<file path="config.mk">
export PLATFORM = sky130hd
export DESIGN_NAME = mms_host
export DESIGN_NICKNAME = d
export VERILOG_FILES = /design/src/mms_die_sel.v /design/src/mms_host.v
export VERILOG_INCLUDE_DIRS = /design/src /design/src/src
export SDC_FILE = /design/constraint.sdc
export NUM_CORES = 1
export LEC_CHECK = 0
export BUFFER_PORTS_ARGS = -buffer_cell sky130_fd_sc_hd__buf_2
export CORE_MARGIN = 8
export CORE_UTILIZATION = 45
export DETAILED_ROUTE_END_ITERATION = 6
export MAX_ROUTING_LAYER = met4
export PLACE_DENSITY = 0.79
export SYNTH_ARGS = -nofsm -noshare
export SYNTH_HDL_FRONTEND = slang
export SYNTH_SLANG_ARGS = --single-unit
</file>
<file path="constraint.sdc">
create_clock -name clock -period 3.9 [get_ports clock]
set_input_delay 1.17 -clock clock [delete_from_list [all_inputs] [get_ports clock]]
set_output_delay 1.17 -clock clock [all_outputs]
set_load 0.005 [all_outputs]
</file>
<file path="src/mms_defs.vh">
`ifndef MMS_DEFS_VH
`define MMS_DEFS_VH
// Width of the byte-wide address space per die plus two die bits
`define MMS_ADDR_W        23
`define MMS_DATA_W        8
// Position of the two upper address bits in shared-select mode
`define MMS_ADDR_TOP_BIT  22
`define MMS_ADDR_SEC_BIT  21
// Clock period in ns
`define MMS_CLK_NS        10
// Sleep entry pulse, least time in ns, rounded up to cycles
`define MMS_SLEEP_NS      50
`define MMS_SLEEP_CYC     ((`MMS_SLEEP_NS + `MMS_CLK_NS - 1) / `MMS_CLK_NS)
// Sleep exit wait in us, least time, rounded up to cycles
`define MMS_WAKE_US       100
`define MMS_WAKE_CYC      ((`MMS_WAKE_US * 1000 + `MMS_CLK_NS - 1) / `MMS_CLK_NS)
// Read and write cycle time, 50 ns least
`define MMS_CYCLE_NS      50
`define MMS_CYCLE_CYC     ((`MMS_CYCLE_NS + `MMS_CLK_NS - 1) / `MMS_CLK_NS)
// Write pulse width, 28 ns least
`define MMS_WPULSE_NS     28
`define MMS_WPULSE_CYC    ((`MMS_WPULSE_NS + `MMS_CLK_NS - 1) / `MMS_CLK_NS)
// Write recovery, 16 ns least
`define MMS_WREC_NS       16
`define MMS_WREC_CYC      ((`MMS_WREC_NS + `MMS_CLK_NS - 1) / `MMS_CLK_NS)
// Shared select decode table for upper address bits
`define MMS_DIE_00        2'h0
`define MMS_DIE_01        2'h1
`define MMS_DIE_10        2'h3
`define MMS_DIE_11        2'h2
`endif

</file>
<file path="src/mms_die_sel.v">
`default_nettype none
`include "mms_defs.vh"
// Builds the select pins for one access: either the shared select with the
// die coded in the two upper address bits, or one individual select.
module mms_die_sel (
  input  wire [1:0]                die,
  input  wire                      shared_mode,
  input  wire                      active,
  output reg                       sel_shared_n,
  output reg  [3:0]                sel_n,
  output reg  [1:0]                upper_bits
);
  // Inverse of the device decode: die number to upper address bits
  function [1:0] mms_die_to_bits;
    input [1:0] d;
    begin
      if (d == `MMS_DIE_00) begin
        mms_die_to_bits = 2'h0;
      end else if (d == `MMS_DIE_01) begin
        mms_die_to_bits = 2'h1;
      end else if (d == `MMS_DIE_10) begin
        mms_die_to_bits = 2'h2;
      end else begin
        mms_die_to_bits = 2'h3;
      end
    end
  endfunction

  always @* begin
    sel_shared_n = 1'b1;
    sel_n        = 4'hF;
    upper_bits   = 2'h0;
    if (shared_mode) begin
      // Individual selects stay high so the device decodes the address
      upper_bits = mms_die_to_bits(die); // [RULE10]
      if (active) begin
        sel_shared_n = 1'b0;
      end
    end else if (active) begin
      // One-hot low: never more than one individual select at once
      sel_n = ~(4'h1 << die); // [RULE9] [RULE11]
    end
  end
endmodule // mms_die_sel
`default_nettype wire

</file>
<file path="src/mms_host.v">
`default_nettype none
`include "mms_defs.vh"
// How it works
// RULE1 - Address is valid no later than the select falling edge.
// RULE2 - Device writes only during overlap of select low and write enable low.
// RULE3 - Output enable falling at or after write enable keeps outputs floating.
// RULE4 - Select falling after or rising before write enable keeps outputs floating.
// RULE5 - Host holds write enable high during every read.
// RULE6 - Sleep-reset is held high at least 50 ns to enter sleep.
// RULE7 - Write enable and all selects are high when sleep-reset falls.
// RULE8 - Host waits 100 us after sleep-reset falls before any access.
// RULE9 - At most one individual die select is low at any time.
// RULE10 - Shared mode decodes upper bits 00,01,10,11 as die 0,1,3,2.
// RULE11 - Individual mode: select n enables die n, upper bits ignored.
// RULE12 - Device floats data when asleep, unselected or both strobes high.
module mms_host #(
  parameter WAKE_CYC = `MMS_WAKE_CYC
) (
  input  wire                      clock,
  input  wire                      rst_n,
  input  wire                      shared_mode,
  input  wire                      req_valid,
  output wire                      req_ready,
  input  wire                      req_write,
  input  wire [`MMS_ADDR_W-1:0]    req_addr,
  input  wire [`MMS_DATA_W-1:0]    req_wdata,
  output reg                       rsp_valid_r,
  output reg  [`MMS_DATA_W-1:0]    rsp_rdata_r,
  input  wire                      sleep_req,
  output wire                      asleep,
  output reg  [`MMS_ADDR_W-1:0]    mem_addr_r,
  output wire                      mem_sel_shared_n,
  output wire [3:0]                mem_sel_n,
  output reg                       mem_we_n_r,
  output reg                       mem_oe_n_r,
  output reg                       sleep_reset_r,
  input  wire [`MMS_DATA_W-1:0]    mem_dq_in,
  output reg  [`MMS_DATA_W-1:0]    mem_dq_out_r,
  output reg                       mem_dq_oe_r
);
  localparam [2:0] ST_WAKE  = 3'h0;
  localparam [2:0] ST_IDLE  = 3'h1;
  localparam [2:0] ST_READ  = 3'h2;
  localparam [2:0] ST_WRITE = 3'h3;
  localparam [2:0] ST_WREC  = 3'h4;
  localparam [2:0] ST_SLEEP = 3'h5;
  localparam [2:0] ST_SLHLD = 3'h6;

  // Kept as integers so the rounded-up counts are never cut before the compare
  localparam integer CYC_W = `MMS_CYCLE_CYC;
  localparam integer WP_W  = `MMS_WPULSE_CYC;
  localparam integer WR_W  = `MMS_WREC_CYC;
  localparam integer SL_W  = `MMS_SLEEP_CYC;
  localparam integer WK_W  = WAKE_CYC;

  reg  [2:0]                state_r;
  reg  [23:0]               cnt_r;
  reg  [1:0]                die_r;
  reg                       active_r;
  wire [1:0]                upper_bits;
  wire                      sel_shared_raw;
  wire [3:0]                sel_raw;

  mms_die_sel u_sel (
    .die          (die_r),
    .shared_mode  (shared_mode),
    .active       (active_r),
    .sel_shared_n (sel_shared_raw),
    .sel_n        (sel_raw),
    .upper_bits   (upper_bits)
  );

  // Selects forced high while sleep-reset is high or while waking
  assign mem_sel_shared_n = sel_shared_raw | ~active_r; // [RULE7]
  assign mem_sel_n        = sel_raw | {4{~active_r}};
  assign req_ready        = (state_r == ST_IDLE) && !sleep_req;
  assign asleep           = (state_r == ST_SLEEP) || (state_r == ST_SLHLD);

  always @(posedge clock or negedge rst_n) begin
    if (!rst_n) begin
      state_r       <= ST_WAKE;
      cnt_r         <= 24'h0;
      die_r         <= 2'h0;
      active_r      <= 1'b0;
      mem_addr_r    <= {`MMS_ADDR_W{1'b0}};
      mem_we_n_r    <= 1'b1;
      mem_oe_n_r    <= 1'b1;
      sleep_reset_r <= 1'b0;
      mem_dq_out_r  <= {`MMS_DATA_W{1'b0}};
      mem_dq_oe_r   <= 1'b0;
      rsp_valid_r   <= 1'b0;
      rsp_rdata_r   <= {`MMS_DATA_W{1'b0}};
    end else begin
      rsp_valid_r <= 1'b0;
      case (state_r)
        ST_WAKE: begin
          // Treat reset as a fresh exit from sleep before first access
          if (cnt_r >= WK_W - 24'h1) begin // [RULE8]
            state_r <= ST_IDLE;
            cnt_r   <= 24'h0;
          end else begin
            cnt_r <= cnt_r + 24'h1;
          end
        end
        ST_IDLE: begin
          if (sleep_req) begin
            sleep_reset_r <= 1'b1;
            state_r       <= ST_SLHLD;
            cnt_r         <= 24'h0;
          end else if (req_valid) begin
            // Address and die settle in the same edge the select falls
            mem_addr_r <= req_addr; // [RULE1]
            if (shared_mode) begin
              mem_addr_r[`MMS_ADDR_TOP_BIT] <= upper_bits_of(req_addr);
              mem_addr_r[`MMS_ADDR_SEC_BIT] <= upper_sec_of(req_addr);
            end
            die_r    <= req_addr[`MMS_ADDR_TOP_BIT:`MMS_ADDR_SEC_BIT];
            active_r <= 1'b1;
            cnt_r    <= 24'h0;
            if (req_write) begin
              // Output enable stays high so the device never drives
              mem_we_n_r   <= 1'b0; // [RULE2] [RULE3] [RULE4]
              mem_oe_n_r   <= 1'b1;
              mem_dq_out_r <= req_wdata;
              mem_dq_oe_r  <= 1'b1;
              state_r      <= ST_WRITE;
            end else begin
              mem_we_n_r <= 1'b1; // [RULE5]
              mem_oe_n_r <= 1'b0;
              state_r    <= ST_READ;
            end
          end
        end
        ST_READ: begin
          if (cnt_r >= CYC_W - 24'h1) begin
            rsp_rdata_r <= mem_dq_in; // [RULE12]
            rsp_valid_r <= 1'b1;
            mem_oe_n_r  <= 1'b1;
            active_r    <= 1'b0;
            state_r     <= ST_IDLE;
            cnt_r       <= 24'h0;
          end else begin
            cnt_r <= cnt_r + 24'h1;
          end
        end
        ST_WRITE: begin
          // Write enable rises while select is still low: write ends on it
          if (cnt_r >= WP_W - 24'h1) begin
            mem_we_n_r <= 1'b1; // [RULE4]
            state_r    <= ST_WREC;
            cnt_r      <= 24'h0;
          end else begin
            cnt_r <= cnt_r + 24'h1;
          end
        end
        ST_WREC: begin
          // Data and address held through recovery, then select released
          if (cnt_r >= WR_W - 24'h1) begin
            active_r    <= 1'b0;
            mem_dq_oe_r <= 1'b0;
            rsp_valid_r <= 1'b1;
            state_r     <= ST_IDLE;
            cnt_r       <= 24'h0;
          end else begin
            cnt_r <= cnt_r + 24'h1;
          end
        end
        ST_SLHLD: begin
          if (cnt_r >= SL_W - 24'h1) begin // [RULE6]
            state_r <= ST_SLEEP;
          end else begin
            cnt_r <= cnt_r + 24'h1;
          end
        end
        ST_SLEEP: begin
          if (!sleep_req) begin
            // Strobes and selects are already high here
            sleep_reset_r <= 1'b0; // [RULE7]
            state_r       <= ST_WAKE;
            cnt_r         <= 24'h0;
          end
        end
        default: begin
          state_r <= ST_WAKE;
        end
      endcase
    end
  end

  // Die number to upper address bits under the shared select
  function upper_bits_of;
    input [`MMS_ADDR_W-1:0] a;
    reg   [1:0]             d;
    begin
      d = a[`MMS_ADDR_TOP_BIT:`MMS_ADDR_SEC_BIT];
      upper_bits_of = (d == `MMS_DIE_10) || (d == `MMS_DIE_11); // [RULE10]
    end
  endfunction

  function upper_sec_of;
    input [`MMS_ADDR_W-1:0] a;
    reg   [1:0]             d;
    begin
      d = a[`MMS_ADDR_TOP_BIT:`MMS_ADDR_SEC_BIT];
      upper_sec_of = (d == `MMS_DIE_01) || (d == `MMS_DIE_11);
    end
  endfunction
endmodule // mms_host
`default_nettype wire

</file>
==> results of run 1 <==
critical path, stage by stage:
cell and delay (ns):
buf_2 0.12, or2_1 0.26, nor2_1 0.19, buf_2 0.17
how the worst max path moves through the flow:
| stage | slack (ns) | endpoint | depth (start not counted) | startpoint |
|---|---|---|---|---|
| global route | 0.75 | req_ready | 4 | sleep_req |
| finish | 0.82 | req_ready | 4 | sleep_req |
| floorplan | 1.10 | mem_sel_n[0] | 2 | shared_mode |
| global placement | 0.82 | req_ready | 4 | sleep_req |
| CTS | 0.82 | req_ready | 4 | sleep_req |
| detailed placement | 0.82 | req_ready | 4 | sleep_req |
state kept, by name, indices dropped and copies added (netlist names):
signal,flops
active_r,1
cnt_r,24
die_r,2
mem_addr_r,23
mem_dq_oe_r,1
mem_dq_out_r,8
mem_oe_n_r,1
mem_we_n_r,1
rsp_rdata_r,8
rsp_valid_r,1
sleep_reset_r,1
state_r,3
power by group through the flow:
stage | combinational, mW | sequential, mW | clock, mW
after floorplan | 0.721 | 1.20 | 0
after detailed placement | 1.08 | 1.22 | 0
after CTS | 1.09 | 1.20 | 0.636
after global placement | 1.05 | 1.20 | 0
final | 1.07 | 1.21 | 0.618
after global routing | 1.21 | 1.25 | 0.669
final cells by class:
| type | count | share of cell area |
|---|---|---|
| clock buffer | 10 | 0.03199 |
| clock inverter | 6 | 0.01687 |
| inverter | 7 | 0.006106 |
| multi-input combinational | 267 | 0.3687 |
| sequential | 74 | 0.4309 |
| tap | 102 | 0.02966 |
| timing repair buffer | 98 | 0.1157 |
synthesized netlist by cell type, types with 3 or more instances:
cell	number
a211o_1	3
a21oi_1	5
a221o_1	3
a22o_1	7
a41oi_1	4
and2_1	8
and3_1	4
buf_2	6
clkbuf_1	9
dfrtp_1	72
ha_1	6
inv_1	6
mux2_1	16
mux2_2	4
nand2_1	97
nand2b_1	3
nand3_1	12
nor2_1	27
nor2b_1	5
nor3_1	10
nor4_1	7
nor4_2	3
o21ai_0	10
o21ai_1	6
stage by stage:
step	power, mW	worst slack [ns]	area (um^2)	hold WS (ns)
after floorplan	1.916	1.101	3553	0.4674
after CTS	2.926	0.8178	4303	0.4804
after global placement	2.250	0.8206	4093	0.4542
final	2.892	0.8200	4303	0.4758
after detailed placement	2.303	0.8205	4093	0.4599
after global routing	3.128	0.7459	4303	0.5045
layer usage:
metal,wire length (um),track usage
met2,3734,0.2371
met3,705,0.06388
met5,0,-
met4,115,0.04587
met1,3631,0.1839
cell families after synthesis:
logic type | count (synthesis) | synth area share
simple gates | 191 | 0.2602
flops | 74 | 0.5218
compound gates | 50 | 0.1018
buf+inv | 24 | 0.03169
mux | 20 | 0.06338
fa+ha+maj | 6 | 0.02113
==> results by group, run 1 <==
Hold path
  • Worst hold path depth: 2
  • Class of the tightest hold or removal check: reg -> reg
  • Source of the worst hold timing path: mem_addr_r[20]
  • Worst Hold Endpoint: mem_addr_r[20]

Routing
  • Via density: 5.257
  • Final Routed Wirelength: 8.186 mm
  • Detailed Route Iter0 Violations: 140
  • Number of DRC violations after detailed routing: 0
  • Vias: 2965
  • Pre-Repair DR Iteration Count: 5
  • Routed wirelength normalized by instance count: 14.51 um
  • DRT antenna net count: 0

Power
  • Portion of total power attributed to the clock network: 0.214
  • Leakage power: 2.198 nW
  • Portion of total power attributed to sequential cells: 0.417
  • Switching Share: 0.3712
  • Power Density: 672.2 nW/um^2
  • IR Drop Worst-Case VDD: 263.5 uV
  • Int Power: 1.819 mW
  • Combinational cell fraction of total power: 0.369
  • Net switching power figure: 1.074 mW

Yosys
  • Synthesized netlist net count: 416
  • Post-synth top flop: dfrtp_1
  • Synth area leader: dfrtp_1
  • Sequential element share of the synthesized area: 0.5218
  • Syn. warnings: 0
  • Top post-synthesis cells by area: dfrtp_1 (51%), nand2_1 (10%), mux2_1 (5.1%)
  • Fraction of synthesis flops using an asynchronous set or reset pin: 1.000
  • Number of storage elements in the synthesis netlist: 74
  • Average cell area after synthesis: 9.735 um^2
  • Count of different cell masters after synthesis: 48
  • Synth Instances: 365
  • Post-synth EDFFs: 0
  • Share of the synthesized area in the top cell type: 0.5070
  • Netlist Area Pre-Place: 3553 um^2

CTS
  • Longest Clk Path Bufs: 2
  • Clock sink count: 74
  • Post-cts repair resize count: 0
  • Number of H-tree levels: 3
  • Clk Latency, worst-skew pair: 0.34 ns
  • Total CTS buffers: 9
  • Clock tree from TritonCTS: yes
  • Cts-stage hold buffer count: 0
  • Reg clk slew, reported paths: 0.07 ns
  • Clock root buffer: clkbuf_8
  • Setup fix buffers added after clock tree synthesis: 0

Die
  • Number of rows in the core area: 32
  • Area enclosed by the die boundary: 11000 um^2
  • Chip Height: 104.9 um
  • Starting utilization of the core area: 0.4622
  • Area of the placeable core: 7687 um^2
  • Die X: 104.9 um
  • Count of pins on the block boundary: 96

Worst setup path
  • Register-to-register setup slack: 1.16 ns
  • Worst r2r path cells: 7
  • Beginning of the worst register-to-register path: cnt_r[1]
  • Endpoint class of the critical path: output pin
  • CP Class: in -> out
  • Startpoint type of the worst setup path: primary input
  • Largest fanout on the critical path: 5
  • RR Endpoint: cnt_r[12]
  • Endpoint required time on the critical path: 2.73 ns
  • Arrival time of the worst setup path: 1.91 ns

STA
  • Maximum clock rate: 0.3247 GHz
  • Worst-Margin Slew: 0.9415 ns
  • Number of endpoints with negative hold slack in the final report: 0
  • Max-slew violation count: 0
  • Final setup violating endpoints: 0
  • Setup repair after global routing missed its margin: false
  • Post-route fraction of the period consumed by the critical path: 0.7897
  • Setup Total Neg Slack: 0 ns
  • Period minus WS final: 3.080 ns
  • Normalized max-slew margin: 0.3708
  • Layout Skew: 0.009428 ns

Placed design
  • Placed cell count: 548
  • Final GP Congestion: 0.8369
  • Buffers added on ports: 95
  • Total half-perimeter wirelength after legalization and detailed placement: 6.191 mm

Final layout
  • Most frequent cells in the layout: nand2_1 (97), buf_2 (95), dfrtp_1 (72)
  • Post-synthesis to final-layout area growth: 21.09%
  • Share of the core filled with cells in the final layout: 0.5597
  • Ant diodes: 0
  • Most frequent standard cell in the layout excluding fill and tap cells: nand2_1
  • Area of the multi-input gates: 1587 um^2
  • Fraction of layout instances using a drive strength above 1: 0.2857
  • Nets@finish: 508
  • Register area: 1854 um^2
  • Count of fill cells added during filler insertion: 667
  • Non-filler cells in the finished layout: 564

Global routing
  • Global-route wire length before repair: 13.83 mm
  • Pin count of the biggest net entering global routing: 32
  • Antenna violations before repair: 0
  • Grt total ovfl: 0
  • Global-route total usage across every layer: 0.1553
  • Number of global-route vias before repair: 2921

Outcome
  • Run status: complete, no violations

Job
  • Maximum Capacitance Violations: 0
(Power assumes the default switching activity.)
==> run 2: changes to the inputs <==
--- a/config.mk
+++ b/config.mk
@@ -11,7 +11,7 @@
 export CORE_UTILIZATION = 45
 export DETAILED_ROUTE_END_ITERATION = 6
 export MAX_ROUTING_LAYER = met4
-export PLACE_DENSITY = 0.79
+export PLACE_DENSITY = 0.82
 export SYNTH_ARGS = -nofsm -noshare
 export SYNTH_HDL_FRONTEND = slang
 export SYNTH_SLANG_ARGS = --single-unit
==> constraint.sdc (replaced) <==
create_clock -name clock -period 2.5 [get_ports clock]
set_input_delay 0.75 -clock clock [delete_from_list [all_inputs] [get_ports clock]]
set_output_delay 0.75 -clock clock [all_outputs]
set_load 0.005 [all_outputs]
==> results by group, run 2 (synthesis results as in run 1) <==
Routing
  • DRT antenna net count: 0
  • Number of DRC violations after detailed routing: 0
  • Via density: 5.284
  • Pre-Repair DR Iteration Count: 4
  • Final Routed Wirelength: 8.476 mm
  • Routed wirelength normalized by instance count: 14.79 um
  • Detailed Route Iter0 Violations: 154
  • Vias: 3028

Power
  • Leakage power: 2.264 nW
  • Power Density: 1088 nW/um^2
  • IR Drop Worst-Case VDD: 497.8 uV

CTS
  • Clock sink count: 74
  • Clock root buffer: clkbuf_8
  • Clock tree from TritonCTS: yes
  • Clk Latency, worst-skew pair: 0.35 ns
  • Number of H-tree levels: 3
  • Total CTS buffers: 9
  • Post-cts repair resize count: 0
  • Reg clk slew, reported paths: 0.08 ns
  • Longest Clk Path Bufs: 2
  • Cts-stage hold buffer count: 0
  • Setup fix buffers added after clock tree synthesis: 0

Placed design
  • Total half-perimeter wirelength after legalization and detailed placement: 6.236 mm
  • Buffers added on ports: 95
  • Final GP Congestion: 0.8755

Die
  • Die X: 104.9 um
  • Chip Height: 104.9 um
  • Area enclosed by the die boundary: 11000 um^2
  • Starting utilization of the core area: 0.4622
  • Number of rows in the core area: 32
  • Area of the placeable core: 7687 um^2
  • Count of pins on the block boundary: 96

Worst setup path
  • Register-to-register setup slack: 0.24 ns
  • Arrival time of the worst setup path: 1.57 ns
  • CP Class: reg -> out
  • RR Endpoint: rsp_rdata_r[2]
  • Endpoint class of the critical path: output pin
  • Endpoint required time on the critical path: 1.75 ns
  • Worst r2r path cells: 5
  • Largest fanout on the critical path: 11
  • Beginning of the worst register-to-register path: cnt_r[6]
  • Startpoint type of the worst setup path: register

STA
  • Max-slew violation count: 0
  • Worst-Margin Slew: 0.4468 ns
  • Setup repair after global routing missed its margin: false
  • Maximum clock rate: 0.4316 GHz
  • Post-route fraction of the period consumed by the critical path: 0.9268
  • Layout Skew: 0.01639 ns
  • Number of endpoints with negative hold slack in the final report: 0
  • Setup Total Neg Slack: 0 ns
  • Final setup violating endpoints: 0
  • Period minus WS final: 2.317 ns
  • Normalized max-slew margin: 0.6975

Final layout
  • Post-synthesis to final-layout area growth: 24.33%
  • Nets@finish: 517
  • Most frequent cells in the layout: nand2_1 (97), buf_2 (95), dfrtp_1 (72)
  • Ant diodes: 0
  • Number of flip-flops in the largest register: 24
  • Share of the core filled with cells in the final layout: 0.5747
  • Most frequent standard cell in the layout excluding fill and tap cells: nand2_1
  • Fraction of layout instances using a drive strength above 1: 0.2994
  • Largest registers: cnt_r x24, mem_addr_r x23
  • Count of fill cells added during filler insertion: 651
  • Largest register by flop count: cnt_r

Global routing
  • Global-route total usage across every layer: 0.1612
  • Global-route wire length before repair: 14.54 mm
  • Pin count of the biggest net entering global routing: 75
  • Grt total ovfl: 0
  • Number of global-route vias before repair: 3085
  • Antenna violations before repair: 0

Job
  • Maximum Capacitance Violations: 0

Outcome
  • Run status: complete, no violations

Hold path
  • Class of the tightest hold or removal check: in -> async
[run 2: changes by cell type in the layout (fill, tap and decap cells not counted), sizes merged]
cell / delta
buf: +9
bufinv: +1
clkinvlp: -1
[run 2: final cells by class]
type                    count  area [um^2]  share of cell area
repair buffers            107        590.6              0.1337
flip-flops and latches     74         1854              0.4197
multi-input cells         267         1587              0.3591
clock buffers              10        137.6             0.03115
inverters                   7        26.28            0.005947
well taps                 102        127.6             0.02889
clock inverters             6        95.09             0.02152
[run 2: worst max path at each step]
stage                           from              end  slack, ns
after global routing      state_r[1]        req_ready       0.04
after floorplan            sleep_req  mem_dq_out_r[0]       0.29
after CTS                 state_r[1]        req_ready       0.19
final                     state_r[1]        req_ready       0.18
after global placement     sleep_req        cnt_r[20]       0.18
after detailed placement   sleep_req        cnt_r[20]       0.13
[run 2: report_power, final]
group,internal (mW),leakage (nW),switching [mW]
Sequential,1.61,0.942,0.283
Combinational,0.863,1.20,0.971
Clock,0.602,0.118,0.485
[run 2: metal layers]
metal / wire (um) / vias to the layer above / part of all wire / global-route usage
met2: 3966 / 84 / 0.47 / 0.2529
met5: 0 / - / 0 / -
met3: 582 / 14 / 0.069 / 0.05528
li1: - / 1468 / - / -
met4: 143 / 0 / 0.017 / 0.06116
met1: 3783 / 1462 / 0.45 / 0.1870
[run 2: stage by stage]
stage               std cells  total power [mW]  hold WS (ns)  setup WS (ns)  instance area, um^2
CTS                       573             4.840        0.4318         0.1870                 4418
floorplan                 365             2.989        0.4544         0.2893                 3553
global placement          557             3.672        0.4524         0.1792                 4185
detailed placement        557             3.758        0.4577         0.1302                 4185
finish                    573             4.809        0.3955         0.1831                 4418
global route              573             5.157        0.4357        0.03885                 4418
[run 2: worst max-delay path: stages, from the launching register on]
cell and delay [ns]:
dfrtp_1 0.51, or2_1 0.33, nor2_1 0.21, buf_2 0.17
